`src/rtl/slc_pkg.sv`:
```
// constants and types for the serial segment lcd controller
// How it works
// - 32x4 display memory, word drives one column
// - mode id 110 read, 101 write, 100 command
// - successive commands need no repeated id
// - select high resets serial interface and mode
// - write strobe rising edge samples data line
// - read strobe falling edge drives next bit
// - address A5..A0 then data D0..D3
// - address advances after every further nibble
// - commands halt and run the system oscillator
// - bias off blanks display, bias on enables
// - panel command picks bias and backplane count
// - clock source is rc, crystal or external
// - halt stops clocks, display, tone and alert unless external clock; serial interface keeps working
// - power-on halted with alert output disabled
// - lcd drive clock is always 256 hz
// - 256k prescaled to 32k, then divided 2^n
// - 8-stage time base plus 2-stage watchdog
// - flag commands gate time base and route alert
// - watchdog clear clears both, timer clear one
// - watchdog timeout holds alert low until cleared
// - alert enable shows source, disable floats pin
// - tone pair 4k or 2k, low when off
package slc_pkg;
  localparam int SLC_WORDS = 32;
  localparam int SLC_ADDR_W = 6;
  localparam int SLC_NIB_W = 4;
  localparam int SLC_CMD_BITS = 9;
  localparam int SLC_MODE_BITS = 3;
  localparam int SLC_PRE_LOG2 = 3;
  localparam int SLC_DIV_W = 7;
  localparam int SLC_TONE_HI_BIT = 2;
  localparam int SLC_TONE_LO_BIT = 3;
  localparam int SLC_NPINS = 7;
  localparam logic [6:0] SLC_PIN_IDLE = 7'h78;
  localparam logic [2:0] SLC_ID_READ = 3'h6;
  localparam logic [2:0] SLC_ID_WRITE = 3'h5;
  localparam logic [2:0] SLC_ID_CMD = 3'h4;
  localparam logic [7:0] SLC_C_HALT = 8'h00;
  localparam logic [7:0] SLC_C_RUN = 8'h01;
  localparam logic [7:0] SLC_C_BIAS_OFF = 8'h02;
  localparam logic [7:0] SLC_C_BIAS_ON = 8'h03;
  localparam logic [7:0] SLC_C_TB_OUT_OFF = 8'h04;
  localparam logic [7:0] SLC_C_WDT_OFF = 8'h05;
  localparam logic [7:0] SLC_C_TB_OUT_ON = 8'h06;
  localparam logic [7:0] SLC_C_WDT_ON = 8'h07;
  localparam logic [7:0] SLC_C_TONE_OFF = 8'h08;
  localparam logic [7:0] SLC_C_TONE_ON = 8'h09;
  localparam logic [7:0] SLC_C_TB_CLR = 8'h0c;
  localparam logic [7:0] SLC_C_WDT_CLR = 8'h0e;
  localparam logic [7:0] SLC_C_XTAL = 8'h14;
  localparam logic [7:0] SLC_C_RC = 8'h18;
  localparam logic [7:0] SLC_C_EXT = 8'h1c;
  localparam logic [7:0] SLC_C_PANEL = 8'h20;
  localparam logic [7:0] SLC_C_BEEP_HI = 8'h40;
  localparam logic [7:0] SLC_C_BEEP_LO = 8'h60;
  localparam logic [7:0] SLC_C_ALERT_ON = 8'h88;
  localparam logic [7:0] SLC_C_ALERT_OFF = 8'h80;
  localparam logic [7:0] SLC_M_ALL = 8'hff;
  localparam logic [7:0] SLC_M_HI7 = 8'hfe;
  localparam logic [7:0] SLC_M_HI6 = 8'hfc;
  localparam logic [7:0] SLC_M_HI4 = 8'hf0;
  localparam logic [7:0] SLC_M_HI3 = 8'he0;
  localparam logic [1:0] SLC_AB_BAD = 2'h3;
  localparam logic [1:0] SLC_AB_RESET = 2'h0;
  localparam logic [2:0] SLC_MIN_COMS = 3'h2;

  typedef enum logic [1:0] {
    SLC_SRC_RC = 2'h0,
    SLC_SRC_XTAL = 2'h1,
    SLC_SRC_EXT = 2'h2
  } slc_src_t;

  typedef enum logic [4:0] {
    SLC_ST_MODE = 5'h01,
    SLC_ST_ADDR = 5'h02,
    SLC_ST_DATA = 5'h04,
    SLC_ST_CMD = 5'h08,
    SLC_ST_SKIP = 5'h10
  } slc_state_t;

  function automatic logic slc_hit(input logic [7:0] code, input logic [7:0] pat,
                                   input logic [7:0] care);
    slc_hit = ((code ^ pat) & care) == 8'h00;
  endfunction
endpackage

```
`src/rtl/slc_clkgen.sv`:
```
// prescaler and divider chain for time base, lcd and tone clocks
`timescale 1ns/100ps
module slc_clkgen
  import slc_pkg::*;
#(
  parameter int PRE_LOG2 = SLC_PRE_LOG2
)
(
  input wire logic clock_i,
  input wire logic resetn_i,
  input wire logic src_tick_i,
  input wire logic src_fast_i,
  input wire logic run_i,
  input wire logic [2:0] rate_i,
  output logic base_tick_o,
  output logic tb_tick_o,
  output logic lcd_tick_o,
  output logic tone_hi_o,
  output logic tone_lo_o
);
  logic [PRE_LOG2-1:0] pre_reg;
  logic [SLC_DIV_W-1:0] div_reg;
  logic [SLC_DIV_W-1:0] rate_mask;

  // 256k sources divided by eight
  always_ff @(posedge clock_i or negedge resetn_i)
  begin
    if (!resetn_i)
      pre_reg <= '0;
    else if (run_i && src_tick_i && src_fast_i)
      pre_reg <= pre_reg + 1'b1;
  end

  assign base_tick_o = run_i && src_tick_i && (!src_fast_i || (&pre_reg));

  always_ff @(posedge clock_i or negedge resetn_i)
  begin
    if (!resetn_i)
      div_reg <= '0;
    else if (base_tick_o)
      div_reg <= div_reg + 1'b1;
  end

  assign rate_mask = SLC_DIV_W'((1 << rate_i) - 1);
  assign tb_tick_o = base_tick_o && ((div_reg & rate_mask) == rate_mask);
  assign lcd_tick_o = base_tick_o && (&div_reg);
  assign tone_hi_o = div_reg[SLC_TONE_HI_BIT];
  assign tone_lo_o = div_reg[SLC_TONE_LO_BIT];
endmodule // slc_clkgen

```
`src/rtl/slc_core.sv`:
```
// serial segment lcd controller core
`timescale 1ns/100ps
module slc_core
  import slc_pkg::*;
(
  input wire logic clock_i,
  input wire logic resetn_i,
  input wire logic cs_n_i,
  input wire logic wr_n_i,
  input wire logic rd_n_i,
  input wire logic data_i,
  output logic data_o,
  output logic data_oe_n_o,
  input wire logic rc_osc_i,
  input wire logic xtal_input_pad_i,
  input wire logic ext_clk_i,
  input wire logic [2:0] tb_rate_i,
  output logic alert_o,
  output logic alert_oe_n_o,
  output logic [1:0] tone_out_pair_o,
  output logic [3:0] backplane_drive_o,
  output logic [SLC_WORDS-1:0] column_drive_o,
  output logic bias_enable_o,
  output logic bias_third_o,
  output logic [1:0] panel_ab_o,
  output logic sys_running_o,
  output logic [1:0] clk_source_o
);
  logic [SLC_NPINS-1:0] pin_s1_reg;
  logic [SLC_NPINS-1:0] pin_s2_reg;
  logic [SLC_NPINS-1:0] pin_s3_reg;
  logic cs_n_s;
  logic data_s;
  logic wr_rise;
  logic rd_fall;
  logic [2:0] osc_rise;
  slc_state_t state_reg;
  logic [3:0] cnt_reg;
  logic [SLC_CMD_BITS-2:0] shift_reg;
  logic [2:0] mode_reg;
  logic [SLC_ADDR_W-1:0] addr_reg;
  logic [1:0] wbit_reg;
  logic [1:0] rbit_reg;
  logic [SLC_NIB_W-2:0] wdat_reg;
  logic [SLC_NIB_W-1:0] mem [SLC_WORDS];
  logic [4:0] widx;
  logic mem_we;
  logic cmd_fire;
  logic [7:0] cmd_code;
  logic halted_reg;
  logic bias_on_reg;
  logic bias_third_reg;
  logic [1:0] ab_reg;
  slc_src_t src_reg;
  logic tone_on_reg;
  logic tone_hi_reg;
  logic tb_en_reg;
  logic route_tb_reg;
  logic route_wdt_reg;
  logic alert_en_reg;
  logic [7:0] tb_reg;
  logic [1:0] wdt_reg;
  logic wdt_flag_reg;
  logic running;
  logic display_on;
  logic src_tick;
  logic base_tick;
  logic tb_tick;
  logic lcd_tick;
  logic tone_hi;
  logic tone_lo;
  logic tone_sq;
  logic [1:0] com_reg;
  logic [2:0] com_count;
  logic clr_tb;
  logic watchdog_clear_cmd;
  logic alert_low;

  // pin synchronisers, third stage only for edges
  always_ff @(posedge clock_i or negedge resetn_i)
  begin
    if (!resetn_i)
    begin
      pin_s1_reg <= SLC_PIN_IDLE;
      pin_s2_reg <= SLC_PIN_IDLE;
      pin_s3_reg <= SLC_PIN_IDLE;
    end
    else
    begin
      pin_s1_reg <= {cs_n_i, wr_n_i, rd_n_i, data_i, rc_osc_i, xtal_input_pad_i, ext_clk_i};
      pin_s2_reg <= pin_s1_reg;
      pin_s3_reg <= pin_s2_reg;
    end
  end

  assign cs_n_s = pin_s2_reg[6];
  assign data_s = pin_s2_reg[3];
  assign wr_rise = !cs_n_s && pin_s2_reg[5] && !pin_s3_reg[5];
  assign rd_fall = !cs_n_s && !pin_s2_reg[4] && pin_s3_reg[4];
  assign osc_rise = pin_s2_reg[2:0] & ~pin_s3_reg[2:0];

  // serial session sequencer
  always_ff @(posedge clock_i or negedge resetn_i)
  begin
    if (!resetn_i)
    begin
      state_reg <= SLC_ST_MODE;
      cnt_reg <= '0;
      shift_reg <= '0;
      mode_reg <= '0;
      addr_reg <= '0;
      wbit_reg <= '0;
      rbit_reg <= '0;
      wdat_reg <= '0;
    end
    else if (cs_n_s)
    begin
      state_reg <= SLC_ST_MODE;
      cnt_reg <= '0;
      wbit_reg <= '0;
      rbit_reg <= '0;
    end
    else
    begin
      case (state_reg)
        SLC_ST_MODE:
          if (wr_rise)
          begin
            shift_reg <= {shift_reg[SLC_CMD_BITS-3:0], data_s};
            cnt_reg <= cnt_reg + 1'b1;
            if (cnt_reg == 4'(SLC_MODE_BITS - 1))
            begin
              mode_reg <= {shift_reg[1:0], data_s};
              cnt_reg <= '0;
              case ({shift_reg[1:0], data_s})
                SLC_ID_READ, SLC_ID_WRITE: state_reg <= SLC_ST_ADDR;
                SLC_ID_CMD: state_reg <= SLC_ST_CMD;
                default: state_reg <= SLC_ST_SKIP;
              endcase
            end
          end
        SLC_ST_ADDR:
          if (wr_rise)
          begin
            addr_reg <= {addr_reg[SLC_ADDR_W-2:0], data_s};
            cnt_reg <= cnt_reg + 1'b1;
            if (cnt_reg == 4'(SLC_ADDR_W - 1))
            begin
              cnt_reg <= '0;
              state_reg <= SLC_ST_DATA;
            end
          end
        SLC_ST_DATA:
        begin
          if (wr_rise && mode_reg == SLC_ID_WRITE)
          begin
            wbit_reg <= wbit_reg + 1'b1;
            if (wbit_reg == 2'(SLC_NIB_W - 1))
              addr_reg <= addr_reg + 1'b1;
            else
              wdat_reg[wbit_reg] <= data_s;
          end
          else if (rd_fall)
          begin
            rbit_reg <= rbit_reg + 1'b1;
            if (mode_reg == SLC_ID_READ && rbit_reg == 2'(SLC_NIB_W - 1))
              addr_reg <= addr_reg + 1'b1;
          end
        end
        SLC_ST_CMD:
          if (wr_rise)
          begin
            shift_reg <= {shift_reg[SLC_CMD_BITS-3:0], data_s};
            cnt_reg <= cnt_reg + 1'b1;
            if (cnt_reg == 4'(SLC_CMD_BITS - 1))
              cnt_reg <= '0;
          end
        SLC_ST_SKIP: cnt_reg <= '0;
        default: state_reg <= SLC_ST_MODE;
      endcase
    end
  end

  assign cmd_fire = !cs_n_s && wr_rise && state_reg == SLC_ST_CMD
                    && cnt_reg == 4'(SLC_CMD_BITS - 1);
  assign cmd_code = shift_reg;
  assign mem_we = !cs_n_s && wr_rise && state_reg == SLC_ST_DATA && mode_reg == SLC_ID_WRITE
                  && wbit_reg == 2'(SLC_NIB_W - 1);
  assign widx = addr_reg[4:0];

  // display memory
  always_ff @(posedge clock_i or negedge resetn_i)
  begin
    if (!resetn_i)
    begin
      for (int i = 0; i < SLC_WORDS; i++)
        mem[i] <= '0;
    end
    else if (mem_we)
      mem[widx] <= {data_s, wdat_reg};
  end

  // read data driver
  always_ff @(posedge clock_i or negedge resetn_i)
  begin
    if (!resetn_i)
    begin
      data_o <= 1'b1;
      data_oe_n_o <= 1'b1;
    end
    else if (cs_n_s || (wr_rise && state_reg != SLC_ST_MODE))
      data_oe_n_o <= 1'b1;
    else if (rd_fall && state_reg == SLC_ST_DATA)
    begin
      data_o <= mem[widx][rbit_reg];
      data_oe_n_o <= 1'b0;
    end
  end

  assign running = !halted_reg || src_reg == SLC_SRC_EXT;
  assign display_on = bias_on_reg && running;

  // command execution
  always_ff @(posedge clock_i or negedge resetn_i)
  begin
    if (!resetn_i)
    begin
      halted_reg <= 1'b1;
      bias_on_reg <= 1'b0;
      bias_third_reg <= 1'b0;
      ab_reg <= SLC_AB_RESET;
      src_reg <= SLC_SRC_RC;
      tone_on_reg <= 1'b0;
      tone_hi_reg <= 1'b1;
      tb_en_reg <= 1'b0;
      route_tb_reg <= 1'b0;
      route_wdt_reg <= 1'b0;
      alert_en_reg <= 1'b0;
    end
    else if (cmd_fire)
    begin
      if (slc_hit(cmd_code, SLC_C_HALT, SLC_M_ALL) && src_reg != SLC_SRC_EXT)
      begin
        halted_reg <= 1'b1;
        bias_on_reg <= 1'b0;
      end
      if (slc_hit(cmd_code, SLC_C_RUN, SLC_M_ALL))
        halted_reg <= 1'b0;
      if (slc_hit(cmd_code, SLC_C_BIAS_OFF, SLC_M_ALL))
        bias_on_reg <= 1'b0;
      if (slc_hit(cmd_code, SLC_C_BIAS_ON, SLC_M_ALL))
        bias_on_reg <= 1'b1;
      if (slc_hit(cmd_code, SLC_C_TB_OUT_OFF, SLC_M_ALL))
        route_tb_reg <= 1'b0;
      if (slc_hit(cmd_code, SLC_C_WDT_OFF, SLC_M_ALL))
      begin
        tb_en_reg <= 1'b0;
        route_wdt_reg <= 1'b0;
      end
      if (slc_hit(cmd_code, SLC_C_TB_OUT_ON, SLC_M_ALL))
      begin
        tb_en_reg <= 1'b1;
        route_tb_reg <= 1'b1;
        route_wdt_reg <= 1'b0;
      end
      if (slc_hit(cmd_code, SLC_C_WDT_ON, SLC_M_ALL))
      begin
        tb_en_reg <= 1'b1;
        route_wdt_reg <= 1'b1;
        route_tb_reg <= 1'b0;
      end
      if (slc_hit(cmd_code, SLC_C_TONE_OFF, SLC_M_ALL))
        tone_on_reg <= 1'b0;
      if (slc_hit(cmd_code, SLC_C_TONE_ON, SLC_M_ALL))
        tone_on_reg <= 1'b1;
      if (slc_hit(cmd_code, SLC_C_XTAL, SLC_M_HI6))
        src_reg <= SLC_SRC_XTAL;
      if (slc_hit(cmd_code, SLC_C_RC, SLC_M_HI6))
        src_reg <= SLC_SRC_RC;
      if (slc_hit(cmd_code, SLC_C_EXT, SLC_M_HI6))
        src_reg <= SLC_SRC_EXT;
      if (slc_hit(cmd_code, SLC_C_PANEL, SLC_M_HI4) && cmd_code[3:2] != SLC_AB_BAD)
      begin
        ab_reg <= cmd_code[3:2];
        bias_third_reg <= cmd_code[0];
      end
      if (slc_hit(cmd_code, SLC_C_BEEP_HI, SLC_M_HI3))
      begin
        tone_hi_reg <= 1'b1;
        tone_on_reg <= 1'b1;
      end
      if (slc_hit(cmd_code, SLC_C_BEEP_LO, SLC_M_HI4))
      begin
        tone_hi_reg <= 1'b0;
        tone_on_reg <= 1'b1;
      end
      if (slc_hit(cmd_code, SLC_C_ALERT_ON, SLC_M_ALL))
        alert_en_reg <= 1'b1;
      if (slc_hit(cmd_code, SLC_C_ALERT_OFF, SLC_M_ALL))
        alert_en_reg <= 1'b0;
    end
  end

  // selected clock source ticks
  always_comb
  begin
    case (src_reg)
      SLC_SRC_XTAL: src_tick = osc_rise[1];
      SLC_SRC_EXT: src_tick = osc_rise[0];
      default: src_tick = osc_rise[2];
    endcase
  end

  slc_clkgen u_clkgen (
    .clock_i(clock_i),
    .resetn_i(resetn_i),
    .src_tick_i(src_tick),
    .src_fast_i(src_reg != SLC_SRC_XTAL),
    .run_i(running),
    .rate_i(tb_rate_i),
    .base_tick_o(base_tick),
    .tb_tick_o(tb_tick),
    .lcd_tick_o(lcd_tick),
    .tone_hi_o(tone_hi),
    .tone_lo_o(tone_lo)
  );

  assign watchdog_clear_cmd = cmd_fire && slc_hit(cmd_code, SLC_C_WDT_CLR, SLC_M_HI7);
  assign clr_tb = cmd_fire && slc_hit(cmd_code, SLC_C_TB_CLR, SLC_M_HI6);

  // time base and watchdog stages
  always_ff @(posedge clock_i or negedge resetn_i)
  begin
    if (!resetn_i)
    begin
      tb_reg <= '0;
      wdt_reg <= '0;
    end
    else if (clr_tb)
    begin
      tb_reg <= '0;
      if (watchdog_clear_cmd)
        wdt_reg <= '0;
    end
    else if (tb_tick && tb_en_reg)
    begin
      tb_reg <= tb_reg + 1'b1;
      if (&tb_reg)
        wdt_reg <= wdt_reg + 1'b1;
    end
  end

  // watchdog flag, a timeout wins over a clear in the same cycle
  always_ff @(posedge clock_i or negedge resetn_i)
  begin
    if (!resetn_i)
      wdt_flag_reg <= 1'b0;
    else if (tb_tick && tb_en_reg && (&tb_reg) && (&wdt_reg))
      wdt_flag_reg <= 1'b1;
    else if (watchdog_clear_cmd || (cmd_fire && slc_hit(cmd_code, SLC_C_ALERT_OFF, SLC_M_ALL)))
      wdt_flag_reg <= 1'b0;
  end

  assign alert_low = alert_en_reg && running
                     && ((route_wdt_reg && wdt_flag_reg)
                     || (route_tb_reg && tb_reg[7]));

  always_ff @(posedge clock_i or negedge resetn_i)
  begin
    if (!resetn_i)
      alert_oe_n_o <= 1'b1;
    else
      alert_oe_n_o <= !alert_low;
  end

  assign alert_o = 1'b0;

  // backplane scan at 256 hz
  assign com_count = 3'(ab_reg) + SLC_MIN_COMS;
  always_ff @(posedge clock_i or negedge resetn_i)
  begin
    if (!resetn_i)
      com_reg <= '0;
    else if (lcd_tick)
      com_reg <= (3'(com_reg) + 3'h1 >= com_count) ? 2'h0 : com_reg + 1'b1;
  end

  always_ff @(posedge clock_i or negedge resetn_i)
  begin
    if (!resetn_i)
    begin
      backplane_drive_o <= '0;
      column_drive_o <= '0;
    end
    else
    begin
      backplane_drive_o <= display_on ? 4'(4'h1 << com_reg) : 4'h0;
      for (int i = 0; i < SLC_WORDS; i++)
        column_drive_o[i] <= display_on && mem[i][com_reg];
    end
  end

  // tone pair
  assign tone_sq = tone_hi_reg ? tone_hi : tone_lo;
  always_ff @(posedge clock_i or negedge resetn_i)
  begin
    if (!resetn_i)
      tone_out_pair_o <= 2'h0;
    else if (tone_on_reg && running)
      tone_out_pair_o <= {tone_sq, !tone_sq};
    else
      tone_out_pair_o <= 2'h0;
  end

  assign bias_enable_o = display_on;
  assign bias_third_o = bias_third_reg;
  assign panel_ab_o = ab_reg;
  assign sys_running_o = running;
  assign clk_source_o = src_reg;
endmodule // slc_core

```
`config.mk`:
```
export PLATFORM = sky130hd
export DESIGN_NAME = slc_core
export DESIGN_NICKNAME = d
export VERILOG_FILES = /design/src/rtl/slc_pkg.sv /design/src/rtl/slc_clkgen.sv /design/src/rtl/slc_core.sv
export SDC_FILE = /design/constraint.sdc
export NUM_CORES = 1
export LEC_CHECK = 0
export BUFFER_PORTS_ARGS = -buffer_cell sky130_fd_sc_hd__clkbuf_2
export CAP_MARGIN = 0
export CORE_MARGIN = 2
export CORE_UTILIZATION = 55
export CTS_BUF_LIST = sky130_fd_sc_hd__clkbuf_4 sky130_fd_sc_hd__clkbuf_8 sky130_fd_sc_hd__clkbuf_16
export DETAILED_ROUTE_END_ITERATION = 16
export GPL_TIMING_DRIVEN = 0
export PLACE_DENSITY = 0.76
export SYNTH_ARGS = -nofsm -noshare
export SYNTH_HDL_FRONTEND = slang
export SYNTH_HIERARCHICAL = 1
export SYNTH_SLANG_ARGS = --single-unit
export TNS_END_PERCENT = 100
```
`constraint.sdc`:
```
create_clock -name clock_i -period 3.5 [get_ports clock_i]
set_input_delay 0.175 -clock clock_i [delete_from_list [all_inputs] [get_ports clock_i]]
set_output_delay 0.175 -clock clock_i [all_outputs]
set_load 0.1 [all_outputs]
```
==> impl_metrics.csv, run 1 <==
group,metric,value,unit
setup_path,ff2ff_setup_slack,250,ps
power,comb_power_share,0.087,
detailed_routing,drt-pass1-iter-count,5,
cells_and_area,area_growth,14.7,%
setup_path,cp_cell_sequence,"inv_1 -> ha_1 -> nand2b_2 -> buf_4 -> nand2_1 -> a21oi_4 -> nand2_1 -> a221oi_4 -> nand3_1 -> nor3_4 -> nand3_1 -> nor2_1 -> a21oi_1 -> mux2_2",
setup_path,worst_ep_required_time,3910,ps
hold_path,hold_path.class,"input pin to flip-flop",
cells_and_area,largest_register_ffs,128,
sta,setup_violations,0,
logic_synthesis,synthTopCellsByArea,"dfrtp_1 (48%), mux2_2 (13%), mux4_2 (9.8%)",
floorplanning,num_io_pins,61,
place,port_buffers,59,
global_route,grtUsageTotal,0.249,
logic_synthesis,seq_area_frac_synth,0.517,
setup_path,cp_slowest_stage_delay,420,ps
sta,setup_tns,0,ps
power,vdd_drop_max,0.281,mV
sta,min_period,3250,ps
logic_synthesis,syn_area,12400,um2
sta,max-slew-margin-rel,0.148,
floorplanning,core.rowCount,55,
power,switching_share,0.243,
global_route,gr-total-overflow,0,
cells_and_area,fin_nets,1112,
clock_network,cts_buffers,27,
clock_network,cts-htree-levels,1,
power,p_sw,1690,uW
detailed_routing,wl,29000,um
logic_synthesis,syn_avg_cell_area,12.8,um2
detailed_routing,drc,0,
setup_path,arrival,3660,ps
power,seqPwrFrac,0.461,
logic_synthesis,synth_cell_types,71,
setup_path,cp-start-kind,"flip-flop",
cells_and_area,largestRegisters,"mem: 128 flops, column_drive_o: 32 flops",
detailed_routing,wire_per_inst,21.0,um
detailed_routing,drt_iter0_drc,776,
power,clock_power_share,0.452,
floorplanning,initial_core_util,0.555,
clock_network,clkTransAtPathRegs,60,ps
global_route,grt_pass1_vias,8398,
floorplanning,die-width,154,um
setup_path,end_kind,"flip-flop",
logic_synthesis,synth_top_area_share,0.483,
floorplanning,die_area,23800,um2
logic_synthesis,synthCells,974,
cells_and_area,nFillCells,1669,
logic_synthesis,yosys_warnings,6,
global_route,grt_max_degree,106,
sta,period_share,0.930,
logic_synthesis,ys_top_cells_by_count,"dfrtp_1 (240), mux2_2 (142), nand2_1 (81)",
setup_path,cp_max_fo,12,
clock_network,clock_sinks,256,
clock_network,cts_tree,"built",
outcome,status,"complete, no violations",
detailed_routing,dr_total_vias,8469,
logic_synthesis,synthArstFlopShare,1.00,
place,dp_slack,-14.9,ps
clock_network,clk_latency,540,ps
sta,max_freq,307,MHz
global_route,antenna_found_initial,0,
detailed_routing,via_per_inst,6.15,
global_route,grt_pass1_wl,46600,um
cells_and_area,antenna_cells,0,
logic_synthesis,postSynthNetCount,1013,
logic_synthesis,yosys.area.top_type,"dfrtp_1",
place,routabilityCongestion,0.900,
power,p_leak,0.00667,uW
sta,fin_ws,246,ps
sta,hold_violations,0,
cells_and_area,drive_gt1_frac,0.326,
logic_synthesis,synthFlopType,"dfrtp_1",
clock_network,cts_setup_buffers,0,
logic_synthesis,synth_edf_count,0,
cells_and_area,top_register,"mem",
clock_network,clockRootBuffer,"clkbuf_16",
power,p_total,6960,uW
floorplanning,core-area,22400,um2
sta,rsz0062_at_grt,"no",
detailed_routing,ant_nets,0,
logic_synthesis,yosys_register_bits,256,
floorplanning,die_h,154,um
logic_synthesis,yosysMostFrequentCell,"dfrtp_1",
run,cap_viol_max_count,0,
sta,final_max_slew_viol_count,0,
sta,worst_slew_pin_slew,1270,ps
clock_network,clockBufferDepth,3,
setup_path,path_class,"flip-flop to flip-flop",
sta,final.setup_skew,27.0,ps
place,dp_hpwl,19600,um
power,intPower,5270,uW
setup_path,crit_slowest_cell,"dfrtp_2",
power,p_per_area,488,nW/um2
==> per-layer routing <==
metal | vias to the layer above | track usage | routed length, um | part of all wire
li1 | 3764 | - | - | -
met1 | 4342 | 0.359 | 12600 | 0.44
met4 | 0 | 0.0683 | 660 | 0.023
met3 | 54 | 0.0415 | 1990 | 0.069
met5 | - | 0 | 0 | 0
met2 | 309 | 0.397 | 13700 | 0.47
==> layout by cell type, fill, tap and decap left out, types with 5 or more instances in the layout <==
cell | Yosys | final
nand3b_1 | 5 | 5
bufinv_16 | 0 | 6
mux2_2 | 142 | 142
dfrtp_1 | 240 | 238
nand2b_1 | 7 | 6
nand3_1 | 19 | 19
clkinv_2 | 0 | 6
buf_1 | 5 | 5
clkbuf_2 | 0 | 58
nor3_1 | 11 | 10
a22oi_1 | 7 | 7
nor3b_1 | 6 | 6
xnor2_1 | 13 | 13
buf_2 | 9 | 9
nor2_1 | 29 | 29
inv_1 | 26 | 26
nand2_1 | 81 | 81
nor2b_1 | 5 | 5
xor2_1 | 5 | 5
a21oi_1 | 18 | 18
and2_1 | 5 | 5
o21ai_0 | 40 | 40
and3_1 | 41 | 41
mux4_2 | 54 | 54
dlygate4sd3_1 | 0 | 10
mux2_1 | 11 | 11
or3_1 | 6 | 6
mux2i_1 | 15 | 15
ha_1 | 27 | 27
dfstp_2 | 16 | 16
clkbuf_16 | 0 | 27
clkbuf_1 | 47 | 45
==> metrics by stage <==
stage | hold slack [ps] | area (um2) | utilization | std cells
CTS | 102 | 14200 | 0.635 | 1379
finish | 130 | 14300 | 0.636 | 1378
global route | 153 | 14300 | 0.636 | 1378
global placement | 264 | 13100 | 0.584 | 1318
detailed placement | 208 | 13200 | 0.587 | 1320
floorplan | -121 | 12400 | - | 974
==> worst paths after layout <==
path / endpoint / depth (start not counted) / from
max in group asynchronous: tone_hi_reg / 4 / resetn_i
max reg2reg: wdt_reg[0] / 14 / clk_source_o[0]
min: tb_reg[0] / 5 / tb_rate_i[0]
min reg2reg: pin_s2_reg[2] / 0 / pin_s1_reg[2]
min in group asynchronous: mem[42] / 2 / resetn_i
max: wdt_reg[0] / 14 / clk_source_o[0]
==> layout make-up <==
cell class | instances | area [um2] | area share
clock buffer | 34 | 747 | 0.0524
multi-input combinational | 628 | 5680 | 0.398
clock inverter | 15 | 234 | 0.0164
sequential | 256 | 6430 | 0.451
timing repair buffer | 71 | 459 | 0.0322
buffer | 63 | 263 | 0.0184
tap | 285 | 357 | 0.0250
inverter | 26 | 97.6 | 0.00684
==> critical path: cells and delay by family (launching register included) <==
kind / cells / cell delay [ps]
compound gates: 3 / 600
buf+inv: 2 / 310
simple gates: 7 / 1280
fa+ha+maj: 1 / 250
mux: 1 / 290
flops: 1 / 420
==> power groups by stage <==
stage          clock network [uW]  logic [uW]  registers, uW
2_1_floorplan                   0         416           3220
6_report                     3150         606           3210
5_1_grt                      3310         693           3220
3_5_place_dp                    0         598           3260
4_1_cts                      3190         609           3210
3_3_place_gp                    0         570           3250
==> kinds of logic (layout without fill, tap and decap cells) <==
logic type | Yosys count | in the layout | share of synthesized area
compound gates | 115 | 115 | 0.0601
xor+xnor | 18 | 18 | 0.0127
fa+ha+maj | 27 | 27 | 0.0272
buf+inv | 90 | 209 | 0.0290
flops | 256 | 256 | 0.517
mux | 222 | 222 | 0.248
other cells | 1 | 1 | 0.000301
simple gates | 245 | 245 | 0.106
==> timing repair <==
item,CTS,global route
pin swaps,0,0
setup endpoints to repair,1,66
hold endpoints to repair,62,0
resized for setup,1,4
hold buffers,10,0
Note: power is estimated with default switching activity, not from simulation.
==> run 2, diff against run 1 <==
Settings changed: SYNTH_HIERARCHICAL 1 to default.
==> run 2 against run 1 <==
Sequential cell count unchanged; clock skew down 12 ps; largest power group unchanged; fmax down 2.2%.
==> impl_metrics.csv, run 2 <==
group,metric,value,unit
outcome,status,"complete, no violations",
cells_and_area,final_common_cell,"dfrtp_1",
floorplanning,num_io_pins,61,
detailed_routing,dr_total_vias,8831,
place,routabilityCongestion,0.951,
clock_network,cts-htree-levels,1,
sta,max-slew-margin-rel,0.354,
cells_and_area,largestRegisters,"mem: 128 flops, column_drive_o: 32 flops",
logic_synthesis,ys_top_cells_by_count,"dfrtp_1 (240), mux2_2 (162), nand2_1 (83)",
setup_path,worst_ep_required_time,3930,ps
hold_path,hold_path.class,"input pin to asynchronous set/reset pin",
detailed_routing,via_per_inst,6.21,
clock_network,clock_sinks,256,
cells_and_area,fin_nets,1157,
logic_synthesis,yosys.area.top_type,"dfrtp_1",
power,p_leak,0.00669,uW
sta,worst_slew_pin_slew,969,ps
setup_path,endpoint,"mem[108]",
clock_network,clkTransAtPathRegs,60,ps
setup_path,cp_max_fo,10,
logic_synthesis,synth_cell_types,69,
place,port_buffers,59,
cells_and_area,finalNonFillerCells,1423,
logic_synthesis,yosys_warnings,0,
logic_synthesis,seq_area_frac_synth,0.507,
cells_and_area,top_register,"mem",
sta,period_share,0.951,
detailed_routing,wire_per_inst,21.3,um
logic_synthesis,yosys_register_bits,256,
logic_synthesis,synthTopCellsByArea,"dfrtp_1 (47%), mux2_2 (14%), mux4_2 (8.9%)",
cells_and_area,final_cell_mix,"dfrtp_1 (240), mux2_2 (162), nand2_1 (83), clkbuf_2 (59), clkbuf_1 (51)",
global_route,grt_busiest_layer,"met2",
clock_network,clk_latency,540,ps
clock_network,cts_setup_buffers,0,
sta,min_period,3330,ps
setup_path,ff2ff_setup_slack,170,ps
floorplanning,core-area,22600,um2
sta,rsz0062_at_grt,"no",
clock_network,cts_tree,"built",
setup_path,reg2reg_from,"addr_reg[0]",
global_route,gr-usage-met3,0.0450,
clock_network,cts_buffers,28,
sta,final.setup_skew,14.9,ps
place,dp_hpwl,20900,um
clock_network,clockRootBuffer,"clkbuf_16",
global_route,grt_util_met2,0.409,
sta,setup_violations,0,
global_route,grtUsageTotal,0.259,
global_route,grt_max_degree,116,
global_route,antenna_found_initial,1,
floorplanning,die_area,24300,um2
cells_and_area,area_growth,13.7,%
global_route,gr-total-overflow,0,
sta,final_max_slew_viol_count,0,
sta,max_freq,300,MHz
floorplanning,initial_core_util,0.560,
setup_path,arrival,3760,ps
detailed_routing,wl,30300,um
logic_synthesis,synthArstFlopShare,1.00,
clock_network,clockBufferDepth,3,
floorplanning,core.rowCount,55,
power,p_per_area,459,nW/um2
global_route,grtUsageMet1,0.372,
logic_synthesis,postSynthNetCount,1059,
cells_and_area,final_util,0.637,
cells_and_area,largest_register_ffs,128,
logic_synthesis,synthCells,1019,
logic_synthesis,synth_top_area_share,0.473,
cells_and_area,antenna_cells,0,
floorplanning,die-width,156,um
setup_path,cp-start-kind,"flip-flop",
place,place_inst,1365,
cells_and_area,drive_gt1_frac,0.315,
logic_synthesis,synthFlopType,"dfrtp_1",
detailed_routing,drt-pass1-iter-count,5,
setup_path,path_class,"flip-flop to flip-flop",
logic_synthesis,synth_edf_count,0,
detailed_routing,ant_nets,0,
detailed_routing,drt_iter0_drc,624,
setup_path,worstRegToRegCells,9,
setup_path,end_kind,"flip-flop",
detailed_routing,drc,0,
logic_synthesis,syn_avg_cell_area,12.4,um2
floorplanning,die_h,156,um
global_route,grt_pass1_wl,49100,um
logic_synthesis,syn_area,12700,um2
sta,hold_violations,0,
power,vdd_drop_max,0.420,mV
logic_synthesis,yosysMostFrequentCell,"dfrtp_1",
setup_path,cp-startpoint,"addr_reg[0]",
setup_path,reg2reg_to,"mem[108]",
run,cap_viol_max_count,0,
global_route,grt_pass1_vias,8827,
[run 2: changes by cell type after synthesis, moves of 11 or more]
cell,change
mux2_2,+20
mux2_1,-11
nor2_1,+19
mux2i_1,+14
[run 2: area by class of cell]
cell class	instances	area, um2
timing repair buffer	69	439
clock inverter	14	134
buffer	62	248
fill	1736	8220
inverter	21	78.8
multi-input combinational	679	5930
tap	285	357
sequential	256	6430
clock buffer	37	811
[run 2: power breakdown]
part	internal (uW)	switching, uW	leakage, uW	total [uW]
Clock	1780	1210	0.000477	2990
Combinational	175	287	0.00275	462
Sequential	3070	103	0.00346	3170
[run 2: worst min-delay path by stage]
| stage | startpoint | end | slack, ps |
|---|---|---|---|
| after detailed placement | resetn_i | mem[39] | 200 |
| after CTS | resetn_i | mem[38] | 180 |
| final | resetn_i | mem[38] | 170 |
| after global placement | data_i | pin_s1_reg[3] | 260 |
| after floorplan | resetn_i | addr_reg[0] | -120 |
| after global routing | resetn_i | mem[39] | 220 |
[run 2: what timing repair did]
action,in CTS,in global routing
pin swaps,0,0
hold buffers,8,0
gates resized for setup,1,0
hold endpoints to repair,66,0
setup endpoints to repair,64,64
[run 2: metal layers]
metal | part of all wire | routed length, um
met2 | 0.47 | 14200
met5 | 0 | 0
met1 | 0.44 | 13300
met4 | 0.022 | 676
met3 | 0.071 | 2150
[run 2: through the flow]
stage	power, uW	instance area, um2	hold slack, ps	TNS (ps)	setup WS (ps)
6_report	6620	14400	173	0	172
5_1_grt	6860	14400	218	0	13.7
4_1_cts	6670	14400	184	0	26.9
3_5_place_dp	3670	13400	196	-4240	-122
3_3_place_gp	3640	13300	263	-724910	-2970
2_1_floorplan	3490	12700	-121	0	489
[run 2: cell families (layout without fill, tap and decap cells)]
kind of cell | count (synthesis) | count (layout) | synth area share
AO/OA/AOI/OAI | 117 | 117 | 0.0597
XOR/XNOR | 10 | 10 | 0.00691
adder cells (fa/ha/maj) | 28 | 28 | 0.0276
buffers and inverters | 84 | 203 | 0.0257
flip-flops | 256 | 256 | 0.507
multiplexers | 241 | 241 | 0.255
other | 1 | 1 | 0.000296
AND/OR/NAND/NOR | 282 | 282 | 0.118
[run 2: critical path: stages, from the launching register on]
cell	delay, ps
dfrtp_1	560
buf_4	350
buf_2	410
buf_2	410
inv_1	110
ha_1	200
and2_1	130
clkbuf_1	330
nand2_1	320
mux2_2	370
==> run 3, diff against run 2 <==
Settings changed: CELL_PAD_IN_SITES_DETAIL_PLACEMENT from default to 0, CELL_PAD_IN_SITES_GLOBAL_PLACEMENT from default to 1, CORE_UTILIZATION 55 to 51, PLACE_DENSITY 0.76 to 0.83.
==> run 3 against run 2 <==
Clock skew shrank 2.4 ps; wire length grew 0.88%; sequential power is essentially flat; utilization shrank 4.3 points; first-iteration DRC count grew 24%; highest routed layer unchanged; fmax grew 1.6%; clock power is essentially flat; largest cell class unchanged.
==> impl_metrics.csv, run 3 (synthesis results as in run 2) <==
group,metric,value,unit
sta,max_freq,305,MHz
hold_path,hold_path.class,"input pin to asynchronous set/reset pin",
cells_and_area,fin_nets,1159,
power,p_leak,0.00670,uW
setup_path,arrival,3700,ps
clock_network,cts_buffers,29,
power,p_total,6620,uW
sta,final.setup_skew,12.5,ps
setup_path,path_class,"flip-flop to flip-flop",
outcome,status,"complete, no violations",
place,routabilityCongestion,0.951,
cells_and_area,antenna_cells,0,
power,p_per_area,457,nW/um2
sta,min_period,3280,ps
cells_and_area,final_cell_mix,"dfrtp_1 (240), mux2_2 (162), nand2_1 (83), clkbuf_2 (60), clkbuf_1 (51)",
detailed_routing,drc,0,
detailed_routing,wire_per_inst,20.9,um
floorplanning,core-area,24400,um2
cells_and_area,drive_gt1_frac,0.317,
clock_network,clockBufferDepth,3,
clock_network,cts-htree-levels,1,
cells_and_area,largest_register_ffs,128,
sta,period_share,0.936,
setup_path,cp_max_fo,10,
clock_network,clock_sinks,256,
setup_path,worst_ep_required_time,3930,ps
cells_and_area,largestRegisters,"mem: 128 flops, column_drive_o: 32 flops",
run,cap_viol_max_count,0,
sta,setup_tns,0,ps
power,vdd_drop_max,0.342,mV
global_route,antenna_found_initial,0,
global_route,grt_pass1_vias,8664,
sta,hold_violations,0,
global_route,gr-total-overflow,0,
detailed_routing,ant_nets,0,
floorplanning,die-width,162,um
sta,max-slew-margin-rel,0.351,
cells_and_area,area_growth,14.2,%
detailed_routing,dr_total_vias,8619,
floorplanning,initial_core_util,0.520,
detailed_routing,wl,30600,um
global_route,grt_max_degree,93,
cells_and_area,finalNonFillerCells,1464,
place,dpl_cell_area,13500,um2
detailed_routing,drt-pass1-iter-count,5,
floorplanning,die_area,26200,um2
floorplanning,core.rowCount,57,
clock_network,clockRootBuffer,"clkbuf_16",
clock_network,cts_tree,"built",
place,place_inst,1404,
place,dp_hpwl,21300,um
place,port_buffers,59,
sta,rsz0062_at_grt,"no",
sta,setup_violations,0,
clock_network,clk_latency,550,ps
cells_and_area,final_util,0.594,
cells_and_area,fin_area,14500,um2
sta,final_max_slew_viol_count,0,
setup_path,cp-start-kind,"flip-flop",
global_route,grtUsageTotal,0.242,
floorplanning,die_h,162,um
clock_network,clkTransAtPathRegs,60,ps
detailed_routing,drt_iter0_drc,774,
cells_and_area,final_common_cell,"dfrtp_1",
sta,worst_slew_pin_slew,974,ps
floorplanning,num_io_pins,61,
global_route,grt_pass1_wl,49500,um
clock_network,cts_setup_buffers,0,
detailed_routing,via_per_inst,5.89,
setup_path,end_kind,"flip-flop",
cells_and_area,top_register,"mem",
## run 3: power breakdown
group | total, uW | switching (uW) | leakage, uW | internal [uW]
Clock | 3000 | 1190 | 0.000483 | 1810
Sequential | 3170 | 102 | 0.00346 | 3070
Combinational | 453 | 278 | 0.00276 | 176
Total | 6620 | 1570 | 0.00670 | 5050
## run 3: per-layer routing
| layer | vias up | part of all wire | global-route usage |
|---|---|---|---|
| met5 | - | 0 | 0 |
| met4 | 0 | 0.015 | 0.0479 |
| met3 | 39 | 0.057 | 0.0360 |
| met2 | 236 | 0.46 | 0.378 |
| met1 | 4419 | 0.47 | 0.364 |
| li1 | 3925 | - | - |
## run 3: metrics by stage
stage | hold WS (ps) | setup slack (ps)
2_1_floorplan | -121 | 489
3_3_place_gp | 264 | -2970
3_5_place_dp | 259 | -196
4_1_cts | 247 | 67.9
5_1_grt | 256 | 101
6_report | 233 | 225
## run 3: critical path, stage by stage (launching register included)
cell	delay, ps
dfrtp_1	380
clkbuf_2	250
buf_4	320
buf_2	420
buf_4	340
inv_1	100
ha_1	200
and2_1	130
clkbuf_1	350
nand2_1	300
mux2_2	360
## run 3: layout make-up
| cell class | count | area [um2] |
|---|---|---|
| Sequential cell | 256 | 6430 |
| Tap cell | 324 | 405 |
| Buffer | 63 | 255 |
| Multi-Input combinational cell | 679 | 5930 |
| Timing Repair Buffer | 69 | 439 |
| Fill cell | 2021 | 9900 |
| Inverter | 21 | 78.8 |
| Clock buffer | 45 | 888 |
| Clock inverter | 7 | 62.6 |
## run 3: path summary, 6_finish.rpt
kind                          startpoint             to  slack (ps)  cells past startpoint
hold / removal                  resetn_i        mem[79]         230                      2
setup / recovery             addr_reg[0]        mem[84]         220                     10
max in group asynchronous       resetn_i     halted_reg        2380                      3
setup reg to reg             addr_reg[0]        mem[84]         220                     10
hold reg to reg            pin_s1_reg[2]  pin_s2_reg[2]         350                      0
min in group clock_i              cs_n_i  pin_s1_reg[6]         270                      2
## run 3: what timing repair did
action | in CTS | in global routing
hold buffers | 8 | 0
gates cloned | 0 | 0
gates resized for setup | 2 | 2
hold endpoints to repair | 70 | 0
endpoints found under the setup margin | 64 | 64
